==> src/design/trigger_status_regs.vh <==
`ifndef TRIGGER_STATUS_REGS_VH
`define TRIGGER_STATUS_REGS_VH
// Command codes on cmd_code
`define CMD_NOP 5'h00
`define CMD_SRC_SET 5'h01
`define CMD_SRC_GET 5'h02
`define CMD_SLOPE_SET 5'h03
`define CMD_COUNT_SET 5'h04
`define CMD_COUNT_INF 5'h05
`define CMD_TIMER_SET 5'h06
`define CMD_INIT 5'h07
`define CMD_TRG 5'h08
`define CMD_CLS 5'h09
`define CMD_ESE_SET 5'h0A
`define CMD_ESE_GET 5'h0B
`define CMD_ESR_GET 5'h0C
`define CMD_OPC 5'h0D
`define CMD_OPC_GET 5'h0E
`define CMD_PSC_SET 5'h0F
`define CMD_PSC_GET 5'h10
`define CMD_RCL 5'h11
`define CMD_SAV 5'h12
`define CMD_RST 5'h13
`define CMD_SRE_SET 5'h14
`define CMD_SRE_GET 5'h15
`define CMD_STB_GET 5'h16
`define CMD_TST 5'h17
`define CMD_WAI 5'h18
// Trigger source codes
`define SRC_IMM 3'h0
`define SRC_EXT 3'h1
`define SRC_BUS 3'h2
`define SRC_TIM 3'h3
`define SRC_ALARM1 3'h4
// Defaults and limits
`define DEF_SRC 3'h0
`define DEF_SLOPE_POS 1'h1
`define DEF_COUNT 20'h00001
`define MAX_COUNT 20'hF4240
`define DEF_INTERVAL 19'h0000A
`define MAX_INTERVAL 19'h57E40
`define SEC_PER_TICK_NS 1000000000
`define MCLK_PERIOD_NS 100
// Event bit positions
`define ESR_OPC 0
// Setup slot limits
`define SLOT_DEFAULT 2'h0
`endif

==> src/design/trigger_status.v <==
`timescale 1ns/100ps
`include "trigger_status_regs.vh"
module trigger_status #(
    parameter TICKS_PER_S = `SEC_PER_TICK_NS / `MCLK_PERIOD_NS
) (
    mclk,
    rst,
    cmd_valid,
    cmd_code,
    cmd_arg,
    cmd_ready_q,
    rsp_ready,
    rsp_valid_q,
    rsp_data_q,
    ext_trig_in,
    alarm_in,
    scan_done,
    ops_busy,
    std_event_in,
    stb_cond_in,
    nv_psc,
    selftest_done,
    selftest_fail,
    meas_start_q,
    wait_trig_q,
    scanning_q,
    srq_q,
    stb_q,
    cls_pulse_q,
    selftest_start_q,
    hist_stat_on_q,
    psc_q
);
    input wire mclk;
    input wire rst;
    input wire cmd_valid; // Host command present
    input wire [4:0] cmd_code; // Command code
    input wire [31:0] cmd_arg; // Command argument
    output reg cmd_ready_q; // Command taken when high
    input wire rsp_ready; // Host takes response
    output reg rsp_valid_q; // Output queue holds a word
    output reg [31:0] rsp_data_q; // Response word
    input wire ext_trig_in; // Rear trigger input
    input wire [3:0] alarm_in; // Alarm levels 1..4
    input wire scan_done; // Scan-list pass finished
    input wire ops_busy; // Other pending operations
    input wire [7:1] std_event_in; // Standard event conditions
    input wire [7:0] stb_cond_in; // Other status byte conditions
    input wire nv_psc; // Stored power-on clear flag
    input wire selftest_done; // Self-test finished pulse
    input wire selftest_fail; // Self-test result
    output reg meas_start_q; // Start one scan pass, pulse
    output reg wait_trig_q; // In wait-for-trigger
    output reg scanning_q; // Scan pass running
    output reg srq_q; // Service request
    output reg [7:0] stb_q; // Live status byte
    output reg cls_pulse_q; // Clears outside event registers
    output reg selftest_start_q; // Starts self-test, pulse
    output reg hist_stat_on_q; // Histogram/statistics enable
    output reg psc_q; // Power-on clear flag

    localparam ST_IDLE = 2'b00; // Not armed
    localparam ST_WAIT = 2'b01; // Wait-for-trigger
    localparam ST_MEAS = 2'b10; // Scan running

    // Setup image: source, slope, infinite, count, interval
    localparam SETUP_W = 44;

    reg [1:0] state_q; // Trigger sequencer
    reg [2:0] src_q; // Selected source
    reg slope_q; // 1 positive slope
    reg [19:0] count_q; // Trigger count
    reg count_inf_q; // Infinite count
    reg [18:0] interval_q; // Timer interval, seconds
    reg [19:0] done_q; // Triggers already taken
    reg [3:0] alarm_prev_q; // Alarm edge history
    reg [7:0] ese_q; // event_summary_enable
    reg [7:0] sre_q; // service_request_enable
    reg [7:0] esr_q; // standard_event_latch
    reg [7:1] ev_prev_q; // Event condition history
    reg opc_pend_q; // Completion command waiting
    reg opcq_pend_q; // Completion query waiting
    reg wai_pend_q; // Wait command holding
    reg tst_pend_q; // Self-test running
    reg [SETUP_W-1:0] setup_mem [1:3]; // User setups

    wire take; // Command accepted this cycle
    wire fire; // Trigger fires this cycle
    wire ext_pending; // Remembered external edge
    wire tim_elapsed; // Timer interval over
    wire [3:0] alarm_rise; // Alarm rising edges
    wire all_done; // No pending work
    wire [7:0] ev_rise; // Event rising conditions
    wire [7:0] stb_live; // Status byte without request bit
    wire [SETUP_W-1:0] setup_now; // Present setup
    wire [SETUP_W-1:0] setup_rcl; // Recalled setup
    reg rsp_push; // Load output queue
    reg [31:0] rsp_word; // Word to load
    reg opcq_d;
    reg wai_d;
    reg tst_d;
    reg rsp_valid_d;

    // Pack the setup image
    function [SETUP_W-1:0] pack_setup;
        input [2:0] src;
        input slope;
        input inf;
        input [19:0] cnt;
        input [18:0] ivl;
        begin
            pack_setup = {src, slope, inf, cnt, ivl};
        end
    endfunction

    assign take = cmd_valid & cmd_ready_q;
    assign setup_now = pack_setup(src_q, slope_q, count_inf_q, count_q, interval_q);
    assign setup_rcl = (cmd_arg[1:0] == `SLOT_DEFAULT) ?
        pack_setup(`DEF_SRC, `DEF_SLOPE_POS, 1'b0, `DEF_COUNT, `DEF_INTERVAL) :
        setup_mem[cmd_arg[1:0]];
    assign alarm_rise = alarm_in & ~alarm_prev_q;
    assign all_done = ~ops_busy & (state_q != ST_MEAS) & ~tst_pend_q;
    assign ev_rise = {std_event_in & ~ev_prev_q, 1'b0};

    // Source gating: each fires only in the wait state
    assign fire = (state_q == ST_WAIT) & (
        (src_q == `SRC_IMM) |
        ((src_q == `SRC_EXT) & ext_pending) |
        ((src_q == `SRC_BUS) & take & (cmd_code == `CMD_TRG)) |
        ((src_q == `SRC_TIM) & tim_elapsed) |
        (src_q[2] & alarm_rise[src_q[1:0]]));

    // Live status byte: event summary, queue, outside conditions
    assign stb_live = {stb_cond_in[7], 1'b0, |(esr_q & ese_q), rsp_valid_q,
        stb_cond_in[3:0]};

    edge_catch u_edge (
        .mclk(mclk),
        .rst(rst),
        .pin(ext_trig_in),
        .slope_pos(slope_q),
        .armed(state_q != ST_IDLE),
        .take(fire),
        .pending_q(ext_pending)
    );

    interval_timer #(
        .TICKS_PER_S(TICKS_PER_S)
    ) u_timer (
        .mclk(mclk),
        .rst(rst),
        .restart(fire),
        .interval(interval_q),
        .elapsed_q(tim_elapsed)
    );

    // Query answers and hold-off decisions
    always @* begin
        rsp_push = 1'b0;
        rsp_word = 32'h00000000;
        opcq_d = opcq_pend_q;
        wai_d = wai_pend_q & ~all_done;
        tst_d = tst_pend_q & ~selftest_done;
        if (opcq_pend_q && all_done) begin
            rsp_push = 1'b1;
            rsp_word = 32'h00000001;
            opcq_d = 1'b0;
        end else if (tst_pend_q && selftest_done) begin
            rsp_push = 1'b1;
            rsp_word = {31'h00000000, selftest_fail};
        end
        if (take) begin
            case (cmd_code)
                `CMD_SRC_GET: begin
                    rsp_push = 1'b1;
                    rsp_word = {29'h00000000, src_q};
                end
                `CMD_ESE_GET: begin
                    rsp_push = 1'b1;
                    rsp_word = {24'h000000, ese_q};
                end
                `CMD_SRE_GET: begin
                    rsp_push = 1'b1;
                    rsp_word = {24'h000000, sre_q};
                end
                `CMD_ESR_GET: begin
                    rsp_push = 1'b1;
                    rsp_word = {24'h000000, esr_q};
                end
                `CMD_STB_GET: begin
                    rsp_push = 1'b1;
                    rsp_word = {24'h000000, stb_q};
                end
                `CMD_PSC_GET: begin
                    rsp_push = 1'b1;
                    rsp_word = {31'h00000000, psc_q};
                end
                `CMD_OPC_GET: opcq_d = 1'b1;
                `CMD_WAI: wai_d = 1'b1;
                `CMD_TST: tst_d = 1'b1;
                default: rsp_push = rsp_push;
            endcase
        end
        rsp_valid_d = rsp_push | (rsp_valid_q & ~rsp_ready);
        if (take && cmd_code == `CMD_CLS && !rsp_push) begin
            rsp_valid_d = 1'b0;
        end
    end

    // Command, trigger and status sequencing
    always @(posedge mclk) begin
        if (rst) begin
            state_q <= ST_IDLE;
            src_q <= `DEF_SRC;
            slope_q <= `DEF_SLOPE_POS;
            count_q <= `DEF_COUNT;
            count_inf_q <= 1'b0;
            interval_q <= `DEF_INTERVAL;
            done_q <= 20'h00000;
            alarm_prev_q <= 4'h0;
            ev_prev_q <= 7'h00;
            esr_q <= 8'h00; // Event registers always clear
            opc_pend_q <= 1'b0;
            opcq_pend_q <= 1'b0;
            wai_pend_q <= 1'b0;
            tst_pend_q <= 1'b0;
            cmd_ready_q <= 1'b1;
            rsp_valid_q <= 1'b0;
            rsp_data_q <= 32'h00000000;
            meas_start_q <= 1'b0;
            wait_trig_q <= 1'b0;
            scanning_q <= 1'b0;
            srq_q <= 1'b0;
            stb_q <= 8'h00;
            cls_pulse_q <= 1'b0;
            selftest_start_q <= 1'b0;
            hist_stat_on_q <= 1'b0;
            psc_q <= nv_psc;
            if (nv_psc) begin
                ese_q <= 8'h00; // Enables cleared only with flag set
                sre_q <= 8'h00;
            end
        end else begin
            alarm_prev_q <= alarm_in;
            ev_prev_q <= std_event_in;
            meas_start_q <= fire;
            cls_pulse_q <= 1'b0;
            selftest_start_q <= take & (cmd_code == `CMD_TST);
            opcq_pend_q <= opcq_d;
            wai_pend_q <= wai_d;
            tst_pend_q <= tst_d;
            rsp_valid_q <= rsp_valid_d;
            if (rsp_push) begin
                rsp_data_q <= rsp_word;
            end
            cmd_ready_q <= ~(opcq_d | wai_d | tst_d | rsp_valid_d);
            // Trigger sequencer
            case (state_q)
                ST_WAIT: begin
                    if (fire) begin
                        state_q <= ST_MEAS;
                    end
                end
                ST_MEAS: begin
                    if (scan_done) begin
                        done_q <= done_q + 20'h00001;
                        if (!count_inf_q && done_q + 20'h00001 >= count_q) begin
                            state_q <= ST_IDLE; // Count reached
                        end else begin
                            state_q <= ST_WAIT;
                        end
                    end
                end
                default: begin
                    if (take && cmd_code == `CMD_INIT) begin
                        state_q <= ST_WAIT; // Host arms
                        done_q <= 20'h00000;
                    end
                end
            endcase
            // Event latch: set wins over clear by read
            if (take && (cmd_code == `CMD_ESR_GET || cmd_code == `CMD_CLS)) begin
                esr_q <= ev_rise;
            end else begin
                esr_q <= esr_q | ev_rise;
            end
            if (opc_pend_q && all_done) begin
                esr_q[`ESR_OPC] <= 1'b1;
                opc_pend_q <= 1'b0;
            end
            if (take) begin
                case (cmd_code)
                    `CMD_SRC_SET: src_q <= cmd_arg[2:0];
                    `CMD_SLOPE_SET: slope_q <= cmd_arg[0];
                    `CMD_COUNT_SET: begin
                        if (cmd_arg[19:0] != 20'h00000 && cmd_arg <= {12'h000, `MAX_COUNT}) begin
                            count_q <= cmd_arg[19:0];
                            count_inf_q <= 1'b0;
                        end
                    end
                    `CMD_COUNT_INF: count_inf_q <= 1'b1;
                    `CMD_TIMER_SET: begin
                        if (cmd_arg <= {13'h0000, `MAX_INTERVAL}) begin
                            interval_q <= cmd_arg[18:0];
                        end
                    end
                    `CMD_CLS: cls_pulse_q <= 1'b1;
                    `CMD_ESE_SET: ese_q <= cmd_arg[7:0];
                    `CMD_SRE_SET: sre_q <= cmd_arg[7:0];
                    `CMD_PSC_SET: psc_q <= cmd_arg[0];
                    `CMD_OPC: opc_pend_q <= 1'b1;
                    `CMD_SAV: begin
                        if (cmd_arg[1:0] != `SLOT_DEFAULT) begin
                            setup_mem[cmd_arg[1:0]] <= setup_now;
                        end
                    end
                    `CMD_RCL: begin
                        {src_q, slope_q, count_inf_q, count_q, interval_q} <= setup_rcl;
                        state_q <= ST_IDLE;
                    end
                    `CMD_RST: begin
                        src_q <= `DEF_SRC;
                        slope_q <= `DEF_SLOPE_POS;
                        count_q <= `DEF_COUNT;
                        count_inf_q <= 1'b0;
                        interval_q <= `DEF_INTERVAL;
                        state_q <= ST_IDLE;
                        hist_stat_on_q <= 1'b0;
                    end
                    default: hist_stat_on_q <= hist_stat_on_q;
                endcase
            end
            // Live status and request, follows state each cycle
            wait_trig_q <= (state_q == ST_WAIT) & ~fire;
            scanning_q <= (state_q == ST_MEAS) | fire;
            stb_q <= stb_live | {1'b0, |(stb_live & sre_q), 6'h00};
            srq_q <= |(stb_live & sre_q & ~8'h40);
        end
    end
endmodule // trigger_status

==> src/design/edge_catch.v <==
`timescale 1ns/100ps
module edge_catch (
    mclk,
    rst,
    pin,
    slope_pos,
    armed,
    take,
    pending_q
);
    input wire mclk;
    input wire rst;
    input wire pin; // External trigger pin, synchronous
    input wire slope_pos; // 1 rising, 0 falling
    input wire armed; // Device is not idle
    input wire take; // Trigger consumed this cycle
    output reg pending_q; // One remembered trigger

    reg pin_prev_q; // Previous pin sample
    wire hit;

    // Edge selected by slope
    assign hit = slope_pos ? (pin & ~pin_prev_q) : (~pin & pin_prev_q);

    // Only one pending trigger; extra early edges fold into it
    always @(posedge mclk) begin
        if (rst) begin
            pin_prev_q <= 1'b0;
            pending_q <= 1'b0;
        end else begin
            pin_prev_q <= pin;
            if (!armed) begin
                pending_q <= 1'b0; // Idle: edges ignored
            end else if (hit) begin
                pending_q <= 1'b1; // New edge wins over consumption
            end else if (take) begin
                pending_q <= 1'b0;
            end
        end
    end
endmodule // edge_catch

==> src/design/interval_timer.v <==
`timescale 1ns/100ps
module interval_timer #(
    parameter TICKS_PER_S = 10000000
) (
    mclk,
    rst,
    restart,
    interval,
    elapsed_q
);
    input wire mclk;
    input wire rst;
    input wire restart; // Start of a trigger
    input wire [18:0] interval; // Seconds
    output reg elapsed_q; // Interval since last start is over

    reg [23:0] tick_q; // Sub-second prescaler
    reg [18:0] sec_q; // Whole seconds since start

    // Measures start-to-start; stays elapsed so slow scans run back to back
    always @(posedge mclk) begin
        if (rst || restart) begin
            tick_q <= {23'h000000, restart}; // Restart cycle is the first tick
            sec_q <= 19'h00000;
            elapsed_q <= 1'b0;
        end else begin
            if (sec_q >= interval) begin
                elapsed_q <= 1'b1;
            end
            if (!elapsed_q) begin
                if (tick_q == TICKS_PER_S - 1) begin
                    tick_q <= 24'h000000;
                    sec_q <= sec_q + 19'h00001;
                    if (sec_q + 19'h00001 >= interval) begin
                        elapsed_q <= 1'b1; // One cycle early, so start-to-start is exact
                    end
                end else begin
                    tick_q <= tick_q + 24'h000001;
                end
            end
        end
    end
endmodule // interval_timer

==> config.mk <==
export PLATFORM = sky130hd
export DESIGN_NAME = trigger_status
export DESIGN_NICKNAME = d
export VERILOG_FILES = /design/src/design/trigger_status.v /design/src/design/edge_catch.v /design/src/design/interval_timer.v
export VERILOG_INCLUDE_DIRS = /design/src /design/src/design
export SDC_FILE = /design/constraint.sdc
export NUM_CORES = 1
export LEC_CHECK = 0
export BUFFER_PORTS_ARGS = -buffer_cell sky130_fd_sc_hd__clkbuf_2
export CAP_MARGIN = 30
export CORE_AREA = 5 5 163 165
export CTS_CLUSTER_SIZE = 20
export DETAILED_ROUTE_END_ITERATION = 10
export DIE_AREA = 0 0 168 170
export PLACE_DENSITY_LB_ADDON = 0.3
export RECOVER_POWER = 100
export SETUP_SLACK_MARGIN = 0.05
export SYNTH_ARGS = -nofsm -noshare
export SYNTH_HDL_FRONTEND = slang
export SYNTH_SLANG_ARGS = --single-unit
==> constraint.sdc <==
create_clock -name mclk -period 8.3 [get_ports mclk]
set_input_delay 0 -clock mclk [delete_from_list [all_inputs] [get_ports mclk]]
set_output_delay 0 -clock mclk [all_outputs]
set_load 0.02 [all_outputs]
==> results.py <==
metrics = {
    "placement": {
        "routabilityCongestion": 0.865,
        "portBuffers": 87,
        "place_area_um2": 15300,
        "placed_cells": 1757,
        "hpwl_mm": 22.7,
    },
    "finish": {
        "instances_no_fill": 1873,
        "area_growth_pct": 14.4,
        "finalNetCount": 1647,
        "final_cell_mix": "dfxtp_1 (157), nor2_1 (152), edfxtp_1 (150)",
        "mostFrequentLayoutCell": "dfxtp_1",
        "final_area_um2": 16800,
        "drive_above_1_share_pct": 11.3,
        "nFillCells": 1878,
    },
    "drt": {
        "dr_total_vias": 11045,
        "wl_mm": 34.9,
        "wl_per_cell_um": 18.6,
        "first_iter_violations": 1049,
        "drc_errors": 0,
        "viasPerCell": 5.90,
        "ant_nets": 0,
        "firstDrtPassIters": 8,
    },
    "worst_setup_path": {
        "start_kind": "input pin",
        "slowest_stage": "clkbuf_1",
        "cp_cell_sequence": "dlygate4sd3_1 -> clkbuf_1 -> buf_4 -> inv_1 -> clkbuf_1 -> nand2_1 -> nor3_1 -> clkbuf_1",
        "slowest_delay_ns": 2.06,
        "r2r_start": "cmd_ready_q",
        "cpMostUsedCell": "clkbuf_1",
        "end_kind": "register",
        "crit_path_start": "rst",
        "worst_ep_arrival_time_ns": 5.77,
        "cp_data_required_time_ns": 8.41,
        "critPathKind": "input pin to register",
        "critPathMaxFanout": 62,
    },
    "clock_tree": {
        "clk_path_buf_depth": 3,
        "ctsResizeCount": 0,
        "cts_root_buf": "clkbuf_16",
        "cts_tree": "done",
        "post_cts_buffers": 0,
        "clock-sinks": 307,
        "clk_pin_slew_ns": 0.06,
        "clock_latency_ns": 0.56,
        "numCtsBuffers": 31,
        "htree_levels": 1,
    },
    "synthesis": {
        "synthArstFlopShare_pct": 0,
        "yosysWarningCount": 0,
        "yosysUniqueCellTypes": 75,
        "syn_inst": 1402,
        "synth_edf_count": 150,
        "syn_area_um2": 14700,
        "synth_area_leaders": "edfxtp_1 (31%), dfxtp_1 (21%), ha_1 (5.4%)",
        "avgSynthCellArea_um2": 10.5,
        "yosys.area.top_type": "edfxtp_1",
        "yosysSeqAreaShare_pct": 52.0,
        "synth_seq_cells": 307,
        "synth-main-ff-cell": "dfxtp_1",
        "synth_top_area_share_pct": 30.6,
    },
    "sta": {
        "finalHoldViolCount": 0,
        "max_slew_margin_pct": -91.1,
        "tns_ns": 0,
        "grt_setup_unrepaired": "false",
        "fin_crit_sh_pct": 68.3,
        "setup_viol": 0,
        "fin_worst_skew_ns": 0.0124,
        "max_freq_ghz": 0.176,
        "report.final.slew_viol_count": 188,
        "tightest_slew_ns": 2.87,
        "fin_hold_ws_ns": 0.0221,
        "fin_crit_ns": 5.67,
    },
    "floorplan": {
        "dieWidth_um": 168,
        "core_area_um2": 24900,
        "row_count": 58,
        "start_util_pct": 59.1,
        "die_y_um": 170,
        "dieArea_um2": 28600,
        "io_pins": 116,
    },
    "global_routing": {
        "track_usage_pct": 23.8,
        "grt_pass1_vias": 10789,
        "grt_pass1_wl_mm": 55.6,
        "grt_util_met3_pct": 3.74,
        "grt_max_degree": 63,
        "grt.met2_usage_pct": 40.5,
        "antenna_found_initial": 1,
        "grt-busiest-layer": "met2",
        "grt_overflow": 0,
        "grt_use_met1_pct": 31.8,
    },
    "run": {
        "cap_violations": 5,
    },
    "hold_path": {
        "hold_path_class": "input pin to register",
        "hp-start": "cmd_arg[20]",
    },
    "pwr": {
        "ir_worst_vdd_v": 0.000153,
        "p_leak_nw": 6.00,
        "powerDensity_nw_per_um2": 193,
    },
    "outcome": {
        "violations": "max-capacitance violations, max-slew violations",
        "outcome": "finished with violations",
    },
}
## report_power, final
group | switching [mW] | leakage, nW | internal, mW | total (mW)
Clock | 0.570 | 0.498 | 0.849 | 1.42
Combinational | 0.127 | 3.00 | 0.0809 | 0.208
Sequential | 0.0184 | 2.50 | 1.60 | 1.62
## cell families (layout without fill, tap and decap cells)
group	after synthesis	in the layout	synth area share [%]
AND/OR/NAND/NOR	477	477	15.7
flip-flops	307	307	52.0
AO/OA/AOI/OAI	269	269	13.5
buffers and inverters	158	274	4.95
XOR/XNOR	77	77	4.58
adder cells (fa/ha/maj)	64	64	5.44
multiplexers	49	49	3.77
other	1	26	0.0255
## worst max-delay path, delay by kind of cell
kind | cells | cell delay [ns]
buffers and inverters | 6 | 5.27
AND/OR/NAND/NOR | 2 | 0.45
## Yosys cell counts, types with 30 or more instances
cell      count
a311oi_1     36
inv_1        60
nand2_1     123
xnor2_1      40
mux2_2       41
xor2_1       37
dfxtp_1     157
o21ai_0      30
nor2b_1      42
nand3_1      37
a22o_1       50
ha_1         64
edfxtp_1    150
a21oi_1      48
clkbuf_1     50
nor2_1      153
## sequential cells by signal, indices dropped and copies added, names as in the netlist, 2 cells and up
name,count
u_timer.tick_q,24
count_q,20
esr_q,8
rsp_data_q,8
interval_q,19
ev_prev_q,7
src_q,3
u_timer.sec_q,19
alarm_prev_q,4
sre_q,8
setup_mem,132
stb_q,8
ese_q,8
state_q,2
done_q,20
## layer usage
| layer | part of all wire, % | vias to the layer above |
|---|---|---|
| met5 | 0 | - |
| met4 | 1.6 | 0 |
| met3 | 7.2 | 51 |
| met2 | 49 | 395 |
| met1 | 42 | 5291 |
| li1 | - | 5308 |
## repair_timing
action | CTS | global route
endpoints found under the setup margin | 0 | 0
hold buffers | 56 | 0
endpoints found under the hold margin | 111 | 0
## per-stage QoR
step	setup slack (ns)	utilization (%)	total power, mW
floorplan	2.41	-	1.78
global placement	5.05	61.3	1.83
detailed placement	4.96	61.4	1.84
CTS	4.92	67.8	3.27
global route	2.38	67.6	3.36
finish	2.63	67.6	3.25
## final timing paths
check,to,depth (start not counted),slack (ns)
setup / recovery,setup_mem[1][33],8,2.63
hold / removal,count_inf_q,5,0.02
setup reg to reg,setup_mem[2][30],4,3.77
hold reg to reg,rsp_data_q[2],2,0.46
## final cells by class
type / count / area, um^2 / area share, %
flip-flops and latches: 307 / 7650 / 45.5
repair buffers: 156 / 1060 / 6.29
multi-input cells: 961 / 6430 / 38.2
diodes: 1 / 2.50 / 0.0149
inverters: 60 / 225 / 1.34
well taps: 330 / 413 / 2.45
clock buffers: 39 / 816 / 4.85
clock inverters: 19 / 228 / 1.35
Power figures use the tool's default switching activity.
